<file path="config.mk">
export PLATFORM = sky130hd
export DESIGN_NAME = rbg_regs
export DESIGN_NICKNAME = d
export VERILOG_FILES = /design/src/rbg_pkg.sv /design/src/rbg_regs.sv
export SDC_FILE = /design/constraint.sdc
export NUM_CORES = 1
export LEC_CHECK = 0
export ABC_AREA = 1
export BUFFER_PORTS_ARGS = -buffer_cell sky130_fd_sc_hd__buf_2
export CAP_MARGIN = 20
export CORE_MARGIN = 4
export CORE_UTILIZATION = 49
export DETAILED_ROUTE_END_ITERATION = 16
export PLACE_DENSITY_LB_ADDON = 0.12
export RECOVER_POWER = 25
export SETUP_SLACK_MARGIN = 0.1
export SYNTH_ARGS = -nofsm -noshare
export SYNTH_HDL_FRONTEND = slang
export SYNTH_SLANG_ARGS = --single-unit
</file>
<file path="constraint.sdc">
create_clock -name clk -period 3.9 [get_ports clk]
set_input_delay 0.39 -clock clk [delete_from_list [all_inputs] [get_ports clk]]
set_output_delay 0.39 -clock clk [all_outputs]
set_load 0.005 [all_outputs]
</file>
<file path="src/rbg_pkg.sv">
`default_nettype none
// ************************************************************
// register map, fields and state encoding
// ************************************************************
package rbg_pkg;
	localparam int ADDR_W = 12;
	localparam int DATA_W = 32;
	localparam int BYTE_W = 8;
	localparam int CNT_W  = 3;

	// byte offsets on the bus
	localparam logic [ADDR_W-1:0] OFF_START      = 12'h000;
	localparam logic [ADDR_W-1:0] OFF_STOP       = 12'h004;
	localparam logic [ADDR_W-1:0] OFF_READY_FLAG = 12'h100;
	localparam logic [ADDR_W-1:0] OFF_AUTO_STOP  = 12'h200;
	localparam logic [ADDR_W-1:0] OFF_IEN_SET    = 12'h304;
	localparam logic [ADDR_W-1:0] OFF_IEN_CLR    = 12'h308;
	localparam logic [ADDR_W-1:0] OFF_IRQ_STATUS = 12'h400;
	localparam logic [ADDR_W-1:0] OFF_IRQ_CLEAR  = 12'h404;
	localparam logic [ADDR_W-1:0] OFF_CONFIG     = 12'h504;
	localparam logic [ADDR_W-1:0] OFF_VALUE      = 12'h508;

	// every single-bit field sits in bit 0
	localparam int FIELD_BIT = 0;

	// reset values
	localparam logic [DATA_W-1:0] RST_WORD = 32'h0000_0000;
	localparam logic [BYTE_W-1:0] RST_BYTE = 8'h00;
	localparam logic              RST_BIT  = 1'h0;

	// byte assembly counter
	localparam logic [CNT_W-1:0] CNT_ONE  = 3'h1;
	localparam logic [CNT_W-1:0] CNT_LAST = 3'h7;

	typedef enum logic [1:0] {
		RBG_IDLE = 2'h0,
		RBG_RUN  = 2'h1
	} rbg_state_type;

	// state of the bit collector
	typedef struct packed {
		logic [BYTE_W-1:0] shift;
		logic [CNT_W-1:0]  cnt;
		logic              pair_have;
		logic              pair_bit;
	} rbg_asm_type;

	localparam rbg_asm_type ASM_RST = '{shift: 8'h00, cnt: 3'h0, pair_have: 1'h0, pair_bit: 1'h0};
endpackage
`default_nettype wire

</file>
<file path="src/rbg_regs.sv">
// Contract
// writing 1 to start trigger begins continuous byte generation; write-only, resets zero.
// writing 1 to stop trigger halts byte generation.
// ready flag set on every new byte; software may read or write it.
// auto-stop bit set makes each ready event trigger stop.
// writing 1 to enable-set enables ready interrupt; reads give enable state.
// writing 1 to enable-clear disables ready interrupt; reads give enable state.
// config bit 0 enables bias correction on raw bits; zero bypasses it.
// bits collected eight at a time into read-only byte in bits 7..0.
// while running every new byte overwrites output, read or not.
// interrupt high while ready flag and its enable are both set.
//
// Design decision made here: register access over Avalon-MM.
`timescale 1ns/1ps
`default_nettype none
module rbg_regs (
	input  wire logic                             clk,              // 200 MHz clock
	input  wire logic                             rst,              // sync reset, high
	input  wire logic [rbg_pkg::ADDR_W-1:0]       avs_address,      // byte address
	input  wire logic                             avs_read,         // read request
	input  wire logic                             avs_write,        // write request
	input  wire logic [rbg_pkg::DATA_W-1:0]       avs_writedata,    // write data
	input  wire logic [rbg_pkg::DATA_W/8-1:0]     avs_byteenable,   // byte lanes
	output logic      [rbg_pkg::DATA_W-1:0]       avs_readdata,     // read data
	output logic                                  avs_waitrequest,  // stall
	input  wire logic                             raw_bit,          // entropy bit
	input  wire logic                             raw_valid,        // entropy bit strobe
	output logic                                  running,          // generator active
	output logic                                  irq               // level interrupt
);

	// ************************************************************
	// decode helpers
	// ************************************************************

	// address compare used by every register
	function automatic logic hit(input logic [rbg_pkg::ADDR_W-1:0] a, input logic [rbg_pkg::ADDR_W-1:0] off);
		hit = (a == off);
	endfunction

	// ************************************************************
	// bus slave
	// ************************************************************

	logic                        ack_reg;
	logic                        ack_next;
	logic [rbg_pkg::DATA_W-1:0]  rdata_reg;
	logic [rbg_pkg::DATA_W-1:0]  rdata_next;
	logic                        req;
	logic                        wr_acc;
	logic                        lane0;
	logic                        wbit;

	rbg_pkg::rbg_state_type      state_reg;
	rbg_pkg::rbg_state_type      state_next;
	rbg_pkg::rbg_asm_type        asm_reg;
	rbg_pkg::rbg_asm_type        asm_next;
	logic [rbg_pkg::BYTE_W-1:0]  value_reg;
	logic [rbg_pkg::BYTE_W-1:0]  value_next;
	logic                        flag_reg;
	logic                        flag_next;
	logic                        auto_stop_reg;
	logic                        auto_stop_next;
	logic                        ien_reg;
	logic                        ien_next;
	logic                        bias_reg;
	logic                        bias_next;

	logic                        start_hit;
	logic                        stop_hit;
	logic                        bit_ok;
	logic                        bit_val;
	logic                        byte_done;
	logic [rbg_pkg::BYTE_W-1:0]  shift_new;

	// one wait state per access; read data is staged in the stall cycle
	assign req             = avs_read | avs_write;
	assign avs_waitrequest = req & ~ack_reg;
	assign wr_acc          = avs_write & ack_reg;
	assign lane0           = avs_byteenable[0];
	assign wbit            = avs_writedata[rbg_pkg::FIELD_BIT];
	assign avs_readdata    = rdata_reg;

	// read mux; unmapped and write-only offsets read as zero
	always_comb begin
		ack_next   = req & ~ack_reg;
		rdata_next = rdata_reg;
		if (avs_read && !ack_reg) begin
			rdata_next = rbg_pkg::RST_WORD;
			if (hit(avs_address, rbg_pkg::OFF_READY_FLAG) || hit(avs_address, rbg_pkg::OFF_IRQ_STATUS)) begin
				rdata_next[rbg_pkg::FIELD_BIT] = flag_reg;
			end else if (hit(avs_address, rbg_pkg::OFF_AUTO_STOP)) begin
				rdata_next[rbg_pkg::FIELD_BIT] = auto_stop_reg;
			end else if (hit(avs_address, rbg_pkg::OFF_IEN_SET) || hit(avs_address, rbg_pkg::OFF_IEN_CLR)) begin
				rdata_next[rbg_pkg::FIELD_BIT] = ien_reg;
			end else if (hit(avs_address, rbg_pkg::OFF_CONFIG)) begin
				rdata_next[rbg_pkg::FIELD_BIT] = bias_reg;
			end else if (hit(avs_address, rbg_pkg::OFF_VALUE)) begin
				rdata_next[rbg_pkg::BYTE_W-1:0] = value_reg;
			end
		end
	end

	always_ff @(posedge clk) begin
		if (rst) begin
			ack_reg   <= 1'h0;
			rdata_reg <= rbg_pkg::RST_WORD;
		end else begin
			ack_reg   <= ack_next;
			rdata_reg <= rdata_next;
		end
	end

	// ************************************************************
	// tasks and run state
	// ************************************************************

	assign start_hit = wr_acc & lane0 & wbit & hit(avs_address, rbg_pkg::OFF_START);
	assign stop_hit  = wr_acc & lane0 & wbit & hit(avs_address, rbg_pkg::OFF_STOP);
	assign running   = (state_reg == rbg_pkg::RBG_RUN);

	// stop, manual or automatic, beats a start in the same cycle
	always_comb begin
		state_next = state_reg;
		if (start_hit) begin
			state_next = rbg_pkg::RBG_RUN;
		end
		if (stop_hit || (byte_done && auto_stop_reg)) begin
			state_next = rbg_pkg::RBG_IDLE;
		end
	end

	always_ff @(posedge clk) begin
		if (rst) begin
			state_reg <= rbg_pkg::RBG_IDLE;
		end else begin
			state_reg <= state_next;
		end
	end

	// ************************************************************
	// bit collector with optional bias correction
	// ************************************************************

	// pairwise debias: 01 gives 0, 10 gives 1, equal pairs are dropped,
	// so corrected output is at best half of the raw rate
	always_comb begin
		asm_next = asm_reg;
		bit_ok   = 1'h0;
		bit_val  = 1'h0;
		if (running && raw_valid) begin
			if (!bias_reg) begin
				bit_ok  = 1'h1;
				bit_val = raw_bit;
			end else if (!asm_reg.pair_have) begin
				asm_next.pair_have = 1'h1;
				asm_next.pair_bit  = raw_bit;
			end else begin
				asm_next.pair_have = 1'h0;
				bit_ok             = (raw_bit != asm_reg.pair_bit);
				bit_val            = asm_reg.pair_bit;
			end
		end
		shift_new = {asm_reg.shift[rbg_pkg::BYTE_W-2:0], bit_val};
		byte_done = bit_ok && (asm_reg.cnt == rbg_pkg::CNT_LAST);
		if (bit_ok) begin
			asm_next.shift = shift_new;
			asm_next.cnt   = asm_reg.cnt + rbg_pkg::CNT_ONE;
		end
		// a partial byte is dropped when stopped so the next run starts clean
		if (!running) begin
			asm_next = rbg_pkg::ASM_RST;
		end
		value_next = byte_done ? shift_new : value_reg;
	end

	always_ff @(posedge clk) begin
		if (rst) begin
			asm_reg   <= rbg_pkg::ASM_RST;
			value_reg <= rbg_pkg::RST_BYTE;
		end else begin
			asm_reg   <= asm_next;
			value_reg <= value_next;
		end
	end

	// ************************************************************
	// flag, shortcut, enable and config registers
	// ************************************************************

	// hardware set wins over a software clear in the same cycle
	always_comb begin
		flag_next      = flag_reg;
		auto_stop_next = auto_stop_reg;
		ien_next       = ien_reg;
		bias_next      = bias_reg;
		if (wr_acc && lane0) begin
			if (hit(avs_address, rbg_pkg::OFF_READY_FLAG)) begin
				flag_next = wbit;
			end
			if (hit(avs_address, rbg_pkg::OFF_IRQ_CLEAR) && wbit) begin
				flag_next = 1'h0;
			end
			if (hit(avs_address, rbg_pkg::OFF_AUTO_STOP)) begin
				auto_stop_next = wbit;
			end
			if (hit(avs_address, rbg_pkg::OFF_IEN_SET) && wbit) begin
				ien_next = 1'h1;
			end
			if (hit(avs_address, rbg_pkg::OFF_IEN_CLR) && wbit) begin
				ien_next = 1'h0;
			end
			if (hit(avs_address, rbg_pkg::OFF_CONFIG)) begin
				bias_next = wbit;
			end
		end
		if (byte_done) begin
			flag_next = 1'h1;
		end
	end

	always_ff @(posedge clk) begin
		if (rst) begin
			flag_reg      <= rbg_pkg::RST_BIT;
			auto_stop_reg <= rbg_pkg::RST_BIT;
			ien_reg       <= rbg_pkg::RST_BIT;
			bias_reg      <= rbg_pkg::RST_BIT;
		end else begin
			flag_reg      <= flag_next;
			auto_stop_reg <= auto_stop_next;
			ien_reg       <= ien_next;
			bias_reg      <= bias_next;
		end
	end

	// level interrupt, no pulse stretching
	assign irq = flag_reg & ien_reg;
endmodule // rbg_regs
`default_nettype wire

</file>
==> results_dict.tcl <==
set metrics [dict create \
    synth-seq-cells 34 \
    final_cell_mix "nand2_1 (54), nor2_1 (42), dfxtp_1 (34)" \
    hp-class "input pin to flip-flop" \
    syn_area_um2 1770 \
    drt-pass1-iter-count 4 \
    worstPathRequired_ps 4130 \
    hold_end "asm_reg[0]" \
    grt_max_degree 16 \
    wirelength_um 3380 \
    antenna_found_initial 0 \
    ctsHoldBuffers 0 \
    vdd_drop_max_mv 0.221 \
    arrival_ps 1930 \
    fmax_mhz 590 \
    cts.sinks 34 \
    post-route-period-util_pct 43.5 \
    ant_nets 0 \
    cp-end-kind "flip-flop" \
    grt_pass1_vias 1295 \
    syn_to_final_growth_pct 9.27 \
    layout_setup_ws_ps 2210 \
    io_buffers 30 \
    min_from "raw_bit" \
    hold_depth 3 \
    synth-seq-area-share_pct 38.5 \
    grt_usage_pct 15.9 \
    numCtsBuffers 5 \
    relSlewSlack_pct 56.1 \
    tightest_slew_ps 659 \
    fp-row-count 21 \
    vias_per_cell 4.46 \
    grt_pass1_wl_um 5550 \
    pre_cts_ws_ps 2060 \
    yosys_warnings 0 \
    drt_iter0_drc 83 \
    clock_latency_ps 330 \
    wire_per_inst_um 9.91 \
    crit_start "asm_reg[1]" \
    htree_levels 2 \
    vias 1521 \
    cts-resized-gates 0 \
    place_congestion 0.865 \
    final_common_cell "nand2_1" \
    hold_viol_final 0 \
    layout-drive-gt1-share_pct 12.9 \
    synth_cell_types 29 \
    postCtsSetupBuffers 0 \
    setup_violations 0 \
    die_h_um 68.1 \
    dpl.hpwl_um 2610 \
    cts_max_path_buffers 2 \
    nFillCells 361 \
    dieArea_um2 4630 \
    io_pins 89 \
    p_per_area_nw_per_um2 325 \
    dp.cells 333 \
    reg2reg_depth 7 \
    overflow 0 \
    largest_register_ffs 12 \
    cp_max_fo 12 \
    crit_type "flip-flop to flip-flop" \
    total_leakage_power_nw 0.899 \
    r2r_start "asm_reg[1]" \
    finalCriticalPeriod_ps 1690 \
    drv_slew 0 \
    rsz0062_at_grt "no" \
    syn_inst 261 \
    antenna_cells 0 \
    cap_violations 0 \
    crit_path_start_kind "flip-flop" \
    layout.nets 350 \
    start_util_pct 51.8 \
    r2r-end "value_reg[3]" \
    skew_ps 4.21 \
    clk_pin_slew_ps 100 \
    cts-root-buf "clkbuf_4" \
    fp.dieW_um 68.1 \
    setup_tns_ps 0 \
    layout.cells.non_filler 341 \
    drc 0 \
    cts_tree "yes" \
    status "completed" \
    regToRegSetupSlack_ps 2210 \
    fp.coreArea_um2 3420 \
    postSynthAreaPerCell_um2 6.77 \
]
==> kinds of logic (layout without fill, tap and decap cells) <==
kind of cell | count (synthesis) | in the layout | share of synthesized area [%]
buffers and inverters | 62 | 73 | 18.8
AND/OR/NAND/NOR | 112 | 112 | 26.0
flip-flops | 34 | 34 | 38.5
other | 1 | 24 | 0.212
adder cells (fa/ha/maj) | 2 | 2 | 1.42
AO/OA/AOI/OAI | 50 | 50 | 15.1
==> per-stage QoR <==
stage / hold slack (ps) / instance area [um2] / power [mW] / utilization [%]
final: 330 / 1930 / 0.629 / 56.6
after global routing: 356 / 1930 / 0.663 / 56.6
after CTS: 321 / 1940 / 0.636 / 56.8
after detailed placement: 451 / 1860 / 0.398 / 54.5
after global placement: 448 / 1860 / 0.398 / 54.5
after floorplan: 420 / 1850 / 0.398 / -
==> power breakdown <==
group	leakage [nW]	switching (mW)	total, mW	internal, mW
clock network	0.0446	0.115	0.238	0.123
logic	0.580	0.0275	0.0411	0.0137
registers	0.274	0.000898	0.349	0.348
==> worst max-delay path, stage by stage (launching register included) <==
cell,delay (ps)
dfxtp_1,390
inv_2,50
o31ai_2,270
nand2_2,210
nor2_4,290
inv_1,180
nor2_1,150
nor2_1,60
==> worst max-delay path by stage <==
stage | end | slack (ps) | cells past startpoint
floorplan | value_reg[6] | 2630 | 9
global placement | value_reg[3] | 2090 | 9
detailed placement | value_reg[3] | 2060 | 9
CTS | value_reg[3] | 2180 | 7
global route | value_reg[1] | 2000 | 7
finish | value_reg[3] | 2210 | 7
==> cells in the mapped netlist (all sizes together) <==
library cell | n | area, um2
nor3 | 3 | 20.0
clkbuf | 1 | 3.75
conb | 1 | 3.75
nand3 | 7 | 35.0
nor2 | 44 | 175
nand3b | 1 | 7.51
a211oi | 1 | 7.51
a22oi | 1 | 7.51
o21bai | 1 | 7.51
nand4 | 1 | 6.26
nand2 | 55 | 209
inv | 34 | 128
dfxtp | 34 | 681
a21oi | 24 | 120
o21ai | 21 | 105
buf | 26 | 196
o31ai | 2 | 20.0
clkinv | 1 | 3.75
ha | 2 | 25.0
and2 | 1 | 6.26
==> cell type report <==
class | count | area (um2) | area share, %
Inverter | 35 | 131 | 6.80
Timing Repair Buffer | 30 | 141 | 7.32
Sequential cell | 34 | 681 | 35.2
Clock buffer | 8 | 78.8 | 4.08
Tap cell | 46 | 57.6 | 2.98
Multi-Input combinational cell | 188 | 842 | 43.6
==> layer usage <==
metal | global-route usage [%] | routed length, um
met5 | 0 | 0
met4 | 6.70 | 47
met3 | 5.42 | 233
met2 | 24.7 | 1440
met1 | 19.9 | 1670
No activity file was read; power rests on OpenSTA's default activity.
